--- src/pev_regs.vh ---
`ifndef PEV_REGS_VH
`define PEV_REGS_VH
// ==========================================================
// widths and field positions
`define PEV_NV_W 20
`define PEV_NV_MSB 19
`define PEV_ENH_W 8
`define PEV_ENH_MSB 7
`define PEV_ENH_NV_OUT 1
// ==========================================================
// reset values
`define PEV_NV_RST 20'h00000
`define PEV_ENH_RST 8'h00
// ==========================================================
// programming pulse timing at 25 MHz
`define PEV_PULSE_MS 25
`define PEV_CLK_KHZ 25000
`define PEV_PULSE_MIN_CYC 625000
`define PEV_CNT_W 20
`define PEV_CNT_ZERO 20'h00000
`define PEV_CNT_ONE 20'h00001
`define PEV_LOG2_ONE 1'b1
`endif

--- src/pev_eeprom_ctl.v ---
// Operation
// whole 20-bit holding register written to store in one parallel step
// write leaves each stored bit as old bit AND holding bit
// programmer erases with strobe, select, load high and 25 ms pulse
// programmer writes with strobe high, select low and 25 ms pulse
// programmer loads holding register serially before the write
// programmer ends programming by driving load control low
// programmer avoids toggling load control between load and write
// order is load, erase, then write
// with relays, at least 100 ms between erase and write pulses
// verify needs enhancement bit 1 set to show holding register
// verify runs twice: flush old contents, then read stored word
// each read-back pass uses 19 clocks; bit 0 shows before them
// enhancement enable held low through the whole read-back
// store copied into holding register on delayed select rising edge
// copy on select rise with load low, or while load is high; code copies with load high only while strobe is low
// read-out shifts LSB first on serial clock rise, data in behind
// enhancement settings take effect on strobe falling edge
// control lines stay stable throughout each programming pulse
//
// Added by the designer: the pin synchronisers and debounce stages.
`default_nettype none
`include "pev_regs.vh"
module pev_eeprom_ctl #(
    // shortest accepted pulse in mclk cycles, 25 ms by default
    parameter PULSE_CYC = `PEV_PULSE_MIN_CYC
) (
    input wire mclk,
    input wire rst,
    input wire serial_clk,
    input wire serial_data_in,
    input wire secondary_write_strobe,
    input wire enhancement_write_strobe,
    input wire enhancement_enable_n,
    input wire nv_register_select,
    input wire nv_load_control,
    input wire vpp_erase,
    input wire vpp_write,
    output reg serial_data_out,
    output reg [19:0] nv_word,
    output reg [7:0] enh_active,
    output reg pulse_fault
);
    // ======================================================
    // three-stage pin synchronisers
    reg [2:0] sclk_s, sdi_s, swr_s, ewr_s, enh_s, sel_s, ld_s, ve_s, vw_s;
    always @(posedge mclk or posedge rst) begin
        if (rst) begin
            sclk_s <= 3'h0;
            sdi_s <= 3'h0;
            swr_s <= 3'h0;
            ewr_s <= 3'h0;
            enh_s <= 3'h7;
            sel_s <= 3'h0;
            ld_s <= 3'h0;
            ve_s <= 3'h0;
            vw_s <= 3'h0;
        end else begin
            sclk_s <= {sclk_s[1:0], serial_clk};
            sdi_s <= {sdi_s[1:0], serial_data_in};
            swr_s <= {swr_s[1:0], secondary_write_strobe};
            ewr_s <= {ewr_s[1:0], enhancement_write_strobe};
            enh_s <= {enh_s[1:0], enhancement_enable_n};
            sel_s <= {sel_s[1:0], nv_register_select};
            ld_s <= {ld_s[1:0], nv_load_control};
            ve_s <= {ve_s[1:0], vpp_erase};
            vw_s <= {vw_s[1:0], vpp_write};
        end
    end

    // ======================================================
    // debounced levels: change accepted when stages 2 and 3 agree
    reg sclk_q, sdi_q, swr_q, ewr_q, enh_n_q, sel_q, ld_q, ve_q, vw_q;
    always @(posedge mclk or posedge rst) begin
        if (rst) begin
            sclk_q <= 1'b0;
            sdi_q <= 1'b0;
            swr_q <= 1'b0;
            ewr_q <= 1'b0;
            enh_n_q <= 1'b1;
            sel_q <= 1'b0;
            ld_q <= 1'b0;
            ve_q <= 1'b0;
            vw_q <= 1'b0;
        end else begin
            if (sclk_s[1] == sclk_s[2]) sclk_q <= sclk_s[2];
            if (sdi_s[1] == sdi_s[2]) sdi_q <= sdi_s[2];
            if (swr_s[1] == swr_s[2]) swr_q <= swr_s[2];
            if (ewr_s[1] == ewr_s[2]) ewr_q <= ewr_s[2];
            if (enh_s[1] == enh_s[2]) enh_n_q <= enh_s[2];
            if (sel_s[1] == sel_s[2]) sel_q <= sel_s[2];
            if (ld_s[1] == ld_s[2]) ld_q <= ld_s[2];
            if (ve_s[1] == ve_s[2]) ve_q <= ve_s[2];
            if (vw_s[1] == vw_s[2]) vw_q <= vw_s[2];
        end
    end

    // ======================================================
    // edge detection on the cleaned levels
    reg sclk_d, ewr_d, sel_d, pul_d;
    wire pulse_on = ve_q | vw_q;
    wire sclk_rise = sclk_q & ~sclk_d;
    wire ewr_fall = ~ewr_q & ewr_d;
    wire sel_rise = sel_q & ~sel_d;
    wire pulse_end = ~pulse_on & pul_d;
    always @(posedge mclk or posedge rst) begin
        if (rst) begin
            sclk_d <= 1'b0;
            ewr_d <= 1'b0;
            sel_d <= 1'b0;
            pul_d <= 1'b0;
        end else begin
            sclk_d <= sclk_q;
            ewr_d <= ewr_q;
            sel_d <= sel_q;
            pul_d <= pulse_on;
        end
    end

    // ======================================================
    // programming pulse sequencer
    localparam ST_IDLE = 3'b001;
    localparam ST_ERASE = 3'b010;
    localparam ST_WRITE = 3'b100;
    reg [2:0] st_reg, st_next;
    reg [`PEV_CNT_W-1:0] cnt_reg;
    reg erase_stb, write_stb;
    wire erase_cond = swr_q & sel_q & ld_q & ve_q & ~vw_q;
    wire write_cond = swr_q & ~sel_q & ld_q & vw_q & ~ve_q;
    wire cnt_done = (cnt_reg >= PULSE_CYC);

    // next state: pulse commits only after its full length
    always @* begin
        st_next = st_reg;
        erase_stb = 1'b0;
        write_stb = 1'b0;
        case (st_reg)
            ST_IDLE: begin
                if (erase_cond) st_next = ST_ERASE;
                else if (write_cond) st_next = ST_WRITE;
            end
            ST_ERASE: begin
                if (pulse_end) begin
                    erase_stb = cnt_done;
                    st_next = ST_IDLE;
                end else if (!erase_cond) begin
                    st_next = ST_IDLE;
                end
            end
            ST_WRITE: begin
                if (pulse_end) begin
                    write_stb = cnt_done;
                    st_next = ST_IDLE;
                end else if (!write_cond) begin
                    st_next = ST_IDLE;
                end
            end
            default: st_next = ST_IDLE;
        endcase
    end

    // state, pulse length counter and fault flag
    always @(posedge mclk or posedge rst) begin
        if (rst) begin
            st_reg <= ST_IDLE;
            cnt_reg <= `PEV_CNT_ZERO;
            pulse_fault <= 1'b0;
        end else begin
            st_reg <= st_next;
            // entry cycle counts, so a pulse of exactly PULSE_CYC passes
            if (st_next == ST_IDLE) cnt_reg <= `PEV_CNT_ZERO;
            else if (!cnt_done) cnt_reg <= cnt_reg + `PEV_CNT_ONE;
            if (erase_stb | write_stb) pulse_fault <= 1'b0;
            else if (st_reg != ST_IDLE && st_next == ST_IDLE)
                pulse_fault <= 1'b1;
        end
    end

    // ======================================================
    // store array
    wire [19:0] store_q;
    pev_nv_store u_store (
        .mclk(mclk),
        .rst(rst),
        .erase_stb(erase_stb),
        .write_stb(write_stb),
        .wr_data(nv_word),
        .rd_data(store_q)
    );

    // ======================================================
    // enhancement shift register with buffer
    reg [7:0] enh_shift_reg;
    wire enh_load = sclk_rise & ~swr_q & ewr_q & ~ld_q;
    always @(posedge mclk or posedge rst) begin
        if (rst) begin
            enh_shift_reg <= `PEV_ENH_RST;
            enh_active <= `PEV_ENH_RST;
        end else begin
            if (enh_load)
                enh_shift_reg <= {sdi_q, enh_shift_reg[7:1]};
            if (ewr_fall) enh_active <= enh_shift_reg;
        end
    end

    // ======================================================
    // holding register: copy, serial load, read-out shift
    wire readout = ~enh_n_q & enh_active[`PEV_ENH_NV_OUT];
    wire copy_now = (sel_rise & ~ld_q) | (ld_q & ~swr_q);
    wire nv_shift = sclk_rise & ~swr_q & ((ld_q & ~copy_now) | readout);
    always @(posedge mclk or posedge rst) begin
        if (rst) begin
            nv_word <= `PEV_NV_RST;
            serial_data_out <= 1'b0;
        end else begin
            if (copy_now) nv_word <= store_q;
            else if (nv_shift)
                nv_word <= {sdi_q, nv_word[19:1]};
            serial_data_out <= readout ? nv_word[0] : 1'b0;
        end
    end
endmodule // pev_eeprom_ctl
`default_nettype wire

--- src/pev_nv_store.v ---
`default_nettype none
// ==========================================================
// non-volatile store array, registered read data
module pev_nv_store (
    input wire mclk,
    input wire rst,
    input wire erase_stb,
    input wire write_stb,
    input wire [19:0] wr_data,
    output reg [19:0] rd_data
);
    reg [19:0] cell_reg;
    genvar i;

    // erase sets every cell; write ANDs each cell with its data bit
    generate
        for (i = 0; i < 20; i = i + 1) begin : g_cell
            always @(posedge mclk or posedge rst) begin
                if (rst) begin
                    cell_reg[i] <= 1'b1;
                end else if (erase_stb) begin
                    cell_reg[i] <= 1'b1;
                end else if (write_stb) begin
                    cell_reg[i] <= cell_reg[i] & wr_data[i];
                end
            end
        end
    endgenerate

    // read port registered
    always @(posedge mclk or posedge rst) begin
        if (rst) begin
            rd_data <= 20'h00000;
        end else begin
            rd_data <= cell_reg;
        end
    end
endmodule // pev_nv_store
`default_nettype wire

--- config.mk ---
export PLATFORM = sky130hd
export DESIGN_NAME = pev_eeprom_ctl
export DESIGN_NICKNAME = d
export VERILOG_FILES = /design/src/pev_eeprom_ctl.v /design/src/pev_nv_store.v
export VERILOG_INCLUDE_DIRS = /design/src
export SDC_FILE = /design/constraint.sdc
export NUM_CORES = 1
export LEC_CHECK = 0
export BUFFER_PORTS_ARGS = -buffer_cell sky130_fd_sc_hd__buf_4
export CAP_MARGIN = 40
export CORE_MARGIN = 1
export CORE_UTILIZATION = 35
export CTS_BUF_LIST = sky130_fd_sc_hd__clkbuf_2 sky130_fd_sc_hd__clkbuf_4 sky130_fd_sc_hd__clkbuf_8
export DETAILED_ROUTE_END_ITERATION = 7
export SYNTH_ARGS = -nofsm -noshare
export SYNTH_HDL_FRONTEND = slang
export SYNTH_HIERARCHICAL = 1
export SYNTH_SLANG_ARGS = --single-unit
--- constraint.sdc ---
create_clock -name mclk -period 8.1 [get_ports mclk]
set_input_delay 1.215 -clock mclk [delete_from_list [all_inputs] [get_ports mclk]]
set_output_delay 1.215 -clock mclk [all_outputs]
set_load 0.05 [all_outputs]
Word level (Yosys, flattened, before mapping)
Index checks and enable logic that the tools add are counted.

word-level totals
  flip-flop bits (word level) = 141
  input bits = 11
  output and inout port bits = 30
  word-level logic and storage cells = 183

cells by class
  $add $sub $neg = 1
  order comparisons = 1
  equal/unequal tests = 15
  multiplexer cells = 57
  bitwise operators = 55
  reduce and logical (&&, ||, !) cells = 4

operator list
  operator                 count
  $mux W20                 4
  $mux W1                  46
  $and A1 B1 Y1            40
  $add A20 B1 Y20 const B  1
  $ge A20 B20 Y1 const B   1
  $mux W3                  6
  $not A1 Y1               11
  $eq A1 B1 Y1             9
  $pmux W3 S3              1
  $eq A3 B1 Y1 const B     2
  $reduce_bool A2 Y1       3
  $or A1 B1 Y1             4
  $eq A3 B2 Y1 const B     1
  $eq A3 B3 Y1 const B     1
  $ne A3 B1 Y1 const B     1
  $ne A2 B1 Y1 const B     1
  $logic_and A1 B1 Y1      1

Logic depth before layout (Yosys ltp)
Gate-level depths: netlist (run 1).

  depth after elaboration = 12
  gate-level depth with buffers = 9

By module
Netlist (run 1), hierarchy kept.

modules (own cells, without submodules)
  module          instances  cells an instance  area an instance (um2)  sequential area each (um2)
  pev_eeprom_ctl  1          343                4146.5                  2533.7
  pev_nv_store    1          85                 1330.0                  1026.0

Least setup slack after synthesis (run 1)
Ideal clock, no wire load.

  path type = reg2reg
  start point = register st_reg[0]
  end point = register cnt_reg[7]
  setup time = 0.066 ns
  data arrival time = 2.017 ns
  data required time = 8.034 ns
  setup slack = 6.017 ns
  cell stages (with the launch flop) = 9
  path buffers = 2
  period minus slack after synthesis = 2.083 ns
  path through = dfstp_2 -> clkbuf_1 -> nand2b_1 -> a2111oi_4 -> a41o_4 -> inv_2 -> buf_6 -> or4_1 -> nand2_1

between the ends
  longest elaborated chain between the ends = 5

ends and longest elaborated chain
  element                                                    RTL line                                                          source
  start, declared                                            pev_eeprom_ctl.v:125                                              reg [2:0] st_reg, st_next;
  start signal, assigned                                     pev_eeprom_ctl.v:169                                              st_reg <= st_next;
  $mux W3 (on tied branches)                                 pev_eeprom_ctl.v:154, pev_eeprom_ctl.v:140, pev_eeprom_ctl.v:146
  $mux W3 (on tied branches)                                 pev_eeprom_ctl.v:151, pev_eeprom_ctl.v:139, pev_eeprom_ctl.v:143
  $pmux W3 S3 (*)                                            pev_eeprom_ctl.v:137                                              case (st_reg)
  $eq A3 B1 Y1 (*)                                           pev_eeprom_ctl.v:171                                              if (st_next == ST_IDLE) cnt_reg <= `PEV_CNT_ZERO;
  $ne A2 B1 Y1 (no source line) or $mux W20 (tied branches)  --
  end signal, assigned                                       pev_eeprom_ctl.v:166                                              cnt_reg <= `PEV_CNT_ZERO;
  end signal, assigned                                       pev_eeprom_ctl.v:171
  end signal, assigned                                       pev_eeprom_ctl.v:172                                              else if (!cnt_done) cnt_reg <= cnt_reg + `PEV_CNT_ONE;
  end, declared                                              pev_eeprom_ctl.v:126                                              reg [`PEV_CNT_W-1:0] cnt_reg;

Every way passes the cells marked *; elsewhere a longest branch is shown, timed or not.
A chain may end at the register's enable or synchronous reset.

Worst setup path after layout (run 1)
  start point = register nv_word[6]
  end point = output port nv_word[6]

RTL lines
  element                 RTL line              source
  start, declared         pev_eeprom_ctl.v:40   output reg [19:0] nv_word,
  start signal, assigned  pev_eeprom_ctl.v:213  nv_word <= `PEV_NV_RST;
  start signal, assigned  pev_eeprom_ctl.v:216  if (copy_now) nv_word <= store_q;
  start signal, assigned  pev_eeprom_ctl.v:218  nv_word <= {sdi_q, nv_word[19:1]};

No word-level cell between the ends.

==> results.txt, run 1 <==
The starting density of the core is a little over a third. Yosys mapped a number of flops with a built-in enable equal to 0. The flow ran to the end, and the final reports show no timing, DRC or antenna violations. The number of standard cells in the final layout excluding fillers is 700.

On the critical path, the stage with the largest delay is an instance of sky130_fd_sc_hd__dfrtp_1. The first global-routing pass estimated 17400 um of wire. The number of hold violations in the final report came out at 0. The count of unique library cells instantiated by Yosys came out at 51. The critical path buffer and inverter count is 1.

The cell leakage power came out at 0.00303 uW. The clock tree from TritonCTS is built. The count of clock tree sinks is ~140. The buffer type at the clock tree root is sky130_fd_sc_hd__clkbuf_8. The via count of the first global-routing pass was 3562. The number of slew-limit violations in the final report came out at 0.

The number of antenna violations at the first check in global routing is 0. Dividing the detail-routed via count by the number of cells gives approximately 5. The startpoint class of the critical path is a flop.

The design draws 1410 uW. Buffers inserted to repair hold after CTS numbered 0. The maximum number of pins on one net before global-route repair is 65. The die boundary height came out at ~130 um. In the post-synthesis netlist, the biggest area contributors are sky130_fd_sc_hd__dfrtp_1 (53%), sky130_fd_sc_hd__dfstp_2 (12%), sky130_fd_sc_hd__mux2i_1 (4.4%), sky130_fd_sc_hd__mux2_2 (3.3%), sky130_fd_sc_hd__a21o_1 (2.9%).

The number of gates resized after CTS was 0. The main flop type after synthesis is sky130_fd_sc_hd__dfrtp_1. The worst pin sits at a relative slew slack of between 40% and 50%. The core box area came out at 15300 um2. The largest fanout on the critical path is 4. Counting instances in the post-synthesis netlist gives the leading cell types as sky130_fd_sc_hd__dfrtp_1 (116), sky130_fd_sc_hd__nand2_1 (33), sky130_fd_sc_hd__dfstp_2 (25), sky130_fd_sc_hd__nand2b_1 (25), sky130_fd_sc_hd__o21ai_0 (25). The total standard cell area after synthesis came out at 5480 um2. The post-CTS repair timing setup buffer count came out at 0. The share of the clock period used by the worst path came out at 28.4%. The tightest hold path in the finished design has a slack of 345 ps. The clock skew after layout came out at 14.6 ps. The max-capacitance violation count came out at 0. The worst path needs around 2300 ps of the cycle, external delays included. Of the synthesized area, sequential elements account for 65.0%. The number of vias in the routed layout is 3401.

The count of input and output buffers is 40. The areal power density over the cells is 220 nW/um2. For this block, the initial DRC count from the detailed router was 184. Walking the worst path, the cells encountered are buf_4. The synthesis-stage register bit count came out at about 140.

Setup repair after global routing left no endpoint under its margin. The most common cell in the synthesized netlist is sky130_fd_sc_hd__dfrtp_1. The peak supply drop came out at around 93 uV. The clock insertion delay at the later pin of the skew report is between 400 and 500 ps. The detailed-route wire length per cell came out at 14.1 um.

The number of placed instances, taps included, is between 600 and 700. The net count of the mapped netlist is approximately 440. For this run, the post-layout net count is 489. The layout overhead on the synthesized area is 17.3%. The arrival time reported for the critical path endpoint came out at 1080 ps. The slew at the pin closest to its max-slew limit came out at just under 800 ps. The aggregate global-route resource usage is 13.9%. The initialized floorplan defines 45 standard-cell rows. The final count of negative-setup-slack endpoints is 0. The HPWL reported at the end of detailed placement is around 6200 um.

The type of the setup path with the least slack is reg2out. The number of optimization iterations in the first detailed-route pass is 4. The synthesis warning total came out at 6. At the end of routability-driven placement, the weighted congestion stood at about 0.86. Averaged over all synthesized cells, the footprint is 12.8 um2.

In this run, CTS created clock tree buffers numbering 17. The wire length after detailed routing is 9860 um. Clock-pin slew was measured on the worst setup and hold paths at 80 ps. The synthesized design spends more area on one cell type than any other, namely sky130_fd_sc_hd__dfrtp_1. The share of async-settable or async-resettable flops after synthesis came out at 100%. For the final routed database, the setup TNS stands at 0 ps. 0 antenna diodes ended up in the layout.

The remaining antenna violation count after routing came out at 0. In the routed design, unresolved DRC markers number 0. The fraction of synthesized cell area taken by the top area cell type came out at 53.0%. The area of the die came out at 16200 um2. The synthesized instance count came out at between 400 and 500. The total congestion overflow came out at 0. STA classifies the critical path endpoint as an output pin. The layout cell share with drive strength beyond 1 is a little over a quarter. The H-tree was split into 4 levels.

The die span in x came out at 127 um. In this design, the largest share of critical-path delay is due to flip-flops. No sink is reached through more buffers than the 2 on the longest clock path. The maximum achievable frequency came out at 435 MHz. In this run the count of I/O pins placed on the die edge is 41. The peak per-stage delay on the critical path came out at 420 ps. In this run the worst hold path is classified as reg2reg. For the worst setup path, the data required time is between 6000 and 7000 ps.
[metal layers]
layer  up-vias  track usage, %  part of all wire (%)
met5         -               0                     0
li1       1612               -                     -
met3        14            3.85                   4.0
met1      1710            17.7                    47
met2        65            21.5                    47
met4         0            7.49                   1.9
[cell families after synthesis]
logic type | Yosys count | synth area share, %
AOI/OAI and AO/OA | 89 | 10.9
xor gates and xnor gates | 2 | 0.320
adders and majority gates | 11 | 2.10
buffers and inverters | 27 | 2.17
DFF | 141 | 65.0
muxes | 40 | 7.68
and+or+nand+nor | 118 | 11.8
[layout by cell type, fill, tap and decap left out, types with 3 or more instances in the layout]
cell,n
sky130_fd_sc_hd__or3_1,6
sky130_fd_sc_hd__a21oi_1,19
sky130_fd_sc_hd__nand2b_1,25
sky130_fd_sc_hd__o31ai_1,9
sky130_fd_sc_hd__dfrtp_1,116
sky130_fd_sc_hd__a21o_1,21
sky130_fd_sc_hd__o21ai_0,25
sky130_fd_sc_hd__nand3_1,6
sky130_fd_sc_hd__mux2i_1,23
sky130_fd_sc_hd__clkbuf_8,19
sky130_fd_sc_hd__maj3_1,9
sky130_fd_sc_hd__mux2_2,16
sky130_fd_sc_hd__nand2_1,33
sky130_fd_sc_hd__nor2_1,10
sky130_fd_sc_hd__inv_1,6
sky130_fd_sc_hd__clkinv_2,4
sky130_fd_sc_hd__dfstp_2,25
sky130_fd_sc_hd__nor3_1,6
sky130_fd_sc_hd__clkinvlp_4,4
sky130_fd_sc_hd__buf_4,48
sky130_fd_sc_hd__nand4_1,4
sky130_fd_sc_hd__or4_1,11
sky130_fd_sc_hd__o211ai_1,3
sky130_fd_sc_hd__nand3b_1,3
[metrics by stage]
| step | utilization (%) | setup WS [ps] | instance area, um2 |
|---|---|---|---|
| 2_1_floorplan | - | 4250 | 5480 |
| 3_3_place_gp | 39.5 | 5610 | 6020 |
| 3_5_place_dp | 39.5 | 5580 | 6030 |
| 4_1_cts | 42.1 | 5760 | 6420 |
| 5_1_grt | 42.1 | 5680 | 6420 |
| 6_report | 42.1 | 5800 | 6420 |
[report_power, final]
part / switching (uW) / internal, uW
clock network: 259 / 295
logic: 67.0 / 37.2
registers: 19.8 / 735
[layout make-up]
| type | count | area, um2 |
|---|---|---|
| clock buffers | 21 | 277 |
| clock inverters | 11 | 119 |
| fillers | 1419 | 8830 |
| inverters | 8 | 32.5 |
| multi-input cells | 260 | 1810 |
| flip-flops and latches | 141 | 3560 |
| well taps | 211 | 264 |
| repair buffers | 48 | 360 |
[path summary, 6_finish.rpt]
path | startpoint | to | slack [ps] | cells past startpoint
setup / recovery | nv_word[6]$_DFFE_PP0P_ | nv_word[6] | 5800 | 1
hold / removal | ewr_s[0]$_DFF_PP0_ | ewr_s[1]$_DFF_PP0_ | 340 | 0
setup reg to reg | cnt_reg[17]$_DFFE_PP0P_ | cnt_reg[11]$_DFFE_PP0P_ | 5830 | 6
hold reg to reg | ewr_s[0]$_DFF_PP0_ | ewr_s[1]$_DFF_PP0_ | 340 | 0
max in group asynchronous | rst | nv_word[4]$_DFFE_PP0P_ | 6120 | 3
min in group asynchronous | rst | sdi_s[0]$_DFF_PP0_ | 810 | 2
Power figures use the tool's default switching activity.
==> run 2, diff against run 1 <==
- clock period: 8.1 -> 2.1 ns (I/O delays scaled with it)
==> run 2 against run 1 <==
  * Die area is the same
  * Combinational power grew to 4.3 times the previous value
  * Count of clock-buffer cells in the layout rose by 1
  * Final cell count grew 4.7%
  * Routed wire length increased by 3.1%
  * Flip-flop and latch count stayed put
  * Utilization up 2.7 points
  * Register-to-register slack worse by 5800 ps
  * Critical path depth increased by 6
  * Clock power grew to 4.4 times the previous value
==> results.txt, run 2 (synthesized netlist as in run 1, its figures left out) <==
In this run the static leakage power is between 0.003 and 0.004 uW. The DRC marker count from the first detailed-route iteration is about 250. The diode insertion count for antenna repair is 0. Timing analysis after detailed placement gives a worst setup slack of 11.4 ps. For this run, the top clock speed supported by timing is slightly below 500 MHz. The die span in x is around 130 um.

The worst slack on hold paths came out at 351 ps. The headroom to the max-slew limit is 61.6%. The congestion estimate from routability-driven global placement came to roughly 0.8. The remaining design rule violation count is 0. The areal power density over the cells came out at 845 nW/um2. The layout cell share with drive strength beyond 1 is between 30% and 40%.

Setup violations remaining at the end of the flow were counted as 0. Setup repair after global routing could not meet its margin everywhere. Max-cap violations in this run came to 0.

The placed cell count came out at about 690. The number of buffers inserted during clock tree synthesis came out at 17. The area of the die is 16200 um2. Clock-pin slew was measured on the worst setup and hold paths at 70 ps.

The count of input and output buffers is 40. The number of hold violations in the final report came to 0. The count of clock tree sinks is between 100 and 150. After layout, the worst path uses between 90% and 100% of the clock period. At the pin with the least slew margin, the transition time is roughly 580 ps. The number of slew-limit violations in the final report is 0. The starting density of the core is 35.9%. The endpoint kind of the worst setup timing path is a flop.

STA classifies the critical path startpoint as a flop. Using the TritonRoute via totals, the vias-per-cell ratio works out to 4.77. The worst path needs between 2000 and 2500 ps of the cycle, external delays included. The first global-routing pass estimated 17200 um of wire.

The setup path with the least slack is of type reg2reg. Entering global routing, the biggest net connects 41 pins. Excluding fillers, the count of instances in the completed layout stands at 733. The library cell used most frequently in the layout, excluding fill and tap cells, is sky130_fd_sc_hd__dfrtp_1.

The data required time at the worst endpoint came out at 2480 ps. The peak supply drop came out at 507 uV. For this block, the via count after detailed routing is 3498. The remaining antenna violation count after routing is 0. In this run the vertical extent of the chip is 127 um. In the layout the commonest cells are sky130_fd_sc_hd__dfrtp_1 (115), sky130_fd_sc_hd__buf_4 (69), sky130_fd_sc_hd__nand2_1 (33). The count of boundary I/O pins is 41. For this run, the post-layout net count is 522. The via count of the first global-routing pass came to 3464.

The wire length after detailed routing is 10200 um. The floorplan has 45 rows. The number of antenna violations at the first check in global routing is 0. Across every metal layer, demand over resource in global routing totals 13.7%. For this run, the detailed router's first-pass iteration total came to 4.

The layout overhead on the synthesized area came out at 24.8%. In this run the worst path has a maximum fanout of 11. The clock skew after layout is 11.1 ps. CTS placed an instance of sky130_fd_sc_hd__clkbuf_8 at the clock tree root. In this run the worst hold path is classified as reg2reg. The accumulated negative setup slack came out at 0 ps.

The arrival time reported for the critical path endpoint is 2440 ps. The minimum setup slack in the final design is 37.8 ps. The total congestion overflow came out at 0. The flow ran to the end, and the final reports show no timing, DRC or antenna violations.

The HPWL reported at the end of detailed placement is 6450 um. The detailed-route wire length per cell came out at 13.9 um. The core region is 15300 um2.

TritonCTS built the clock tree. The H-tree was split into 4 levels. The clock insertion delay at the later pin of the skew report came out at 450 ps. No sink is reached through more buffers than the 2 on the longest clock path.
## run 2: changes by cell type in the layout (fill, tap and decap cells not counted), sizes merged
cell,delta
buf,+23
dlygate4sd3,+10
clkinv,+1
bufinv,+2
clkinvlp,-2
clkbuf,+1
inv,-2
## run 2: critical path, cell delays in order (launching register included)
cell	delay (ps)
sky130_fd_sc_hd__dfrtp_1	380
sky130_fd_sc_hd__or4_4	550
sky130_fd_sc_hd__nor2_4	130
sky130_fd_sc_hd__a31oi_1	90
sky130_fd_sc_hd__buf_4	170
sky130_fd_sc_hd__buf_4	140
sky130_fd_sc_hd__or4_1	460
sky130_fd_sc_hd__nand2_1	80
## run 2: per-stage QoR
step	util, %	power, uW	instance area, um2
2_1_floorplan	-	3240	5480
3_3_place_gp	40.6	3380	6190
3_5_place_dp	40.6	3390	6190
4_1_cts	44.3	5850	6770
5_1_grt	44.8	6040	6840
6_report	44.8	5770	6840
## run 2: report_power, final
part,switching (uW),internal [uW]
registers,68.2,2840
clock network,1010,1420
logic,272,173
## run 2: what timing repair did
action	CTS	global route
hold buffers	10	0
hold endpoints to repair	28	0
setup endpoints to repair	1	33
gates resized for setup	0	17
pin swaps	1	4
setup buffers	3	1
gates cloned	0	1
## run 2: path summary, 6_finish.rpt
kind / from / to / slack (ps) / depth (start not counted)
worst max-delay path: cnt_reg[17]$_DFFE_PP0P_ / cnt_reg[16]$_DFFE_PP0P_ / 40 / 7
worst min-delay path: vw_s[0]$_DFF_PP0_ / vw_s[1]$_DFF_PP0_ / 350 / 0
min in group asynchronous: rst / nv_word[9]$_DFFE_PP0P_ / 500 / 3
worst min register to register: vw_s[0]$_DFF_PP0_ / vw_s[1]$_DFF_PP0_ / 350 / 0
worst max register to register: cnt_reg[17]$_DFFE_PP0P_ / cnt_reg[16]$_DFFE_PP0P_ / 40 / 7
max in group asynchronous: rst / enh_active[3]$_DFFE_PP0P_ / 910 / 4
## run 2: area by class of cell
class | count | area [um2]
fillers | 1355 | 8420
flip-flops and latches | 141 | 3560
multi-input cells | 260 | 1870
repair buffers | 81 | 658
clock buffers | 22 | 290
well taps | 211 | 264
clock inverters | 10 | 164
inverters | 8 | 33.8
## run 2: routing by layer
metal / global-route usage, % / routed length (um) / up-vias / part of all wire, %
met3: 4.56 / 368 / 13 / 3.6
met5: 0 / 0 / - / 0
li1: - / - / 1681 / -
met4: 5.67 / 147 / 0 / 1.4
met1: 18.1 / 4920 / 1738 / 48
met2: 20.8 / 4730 / 66 / 46
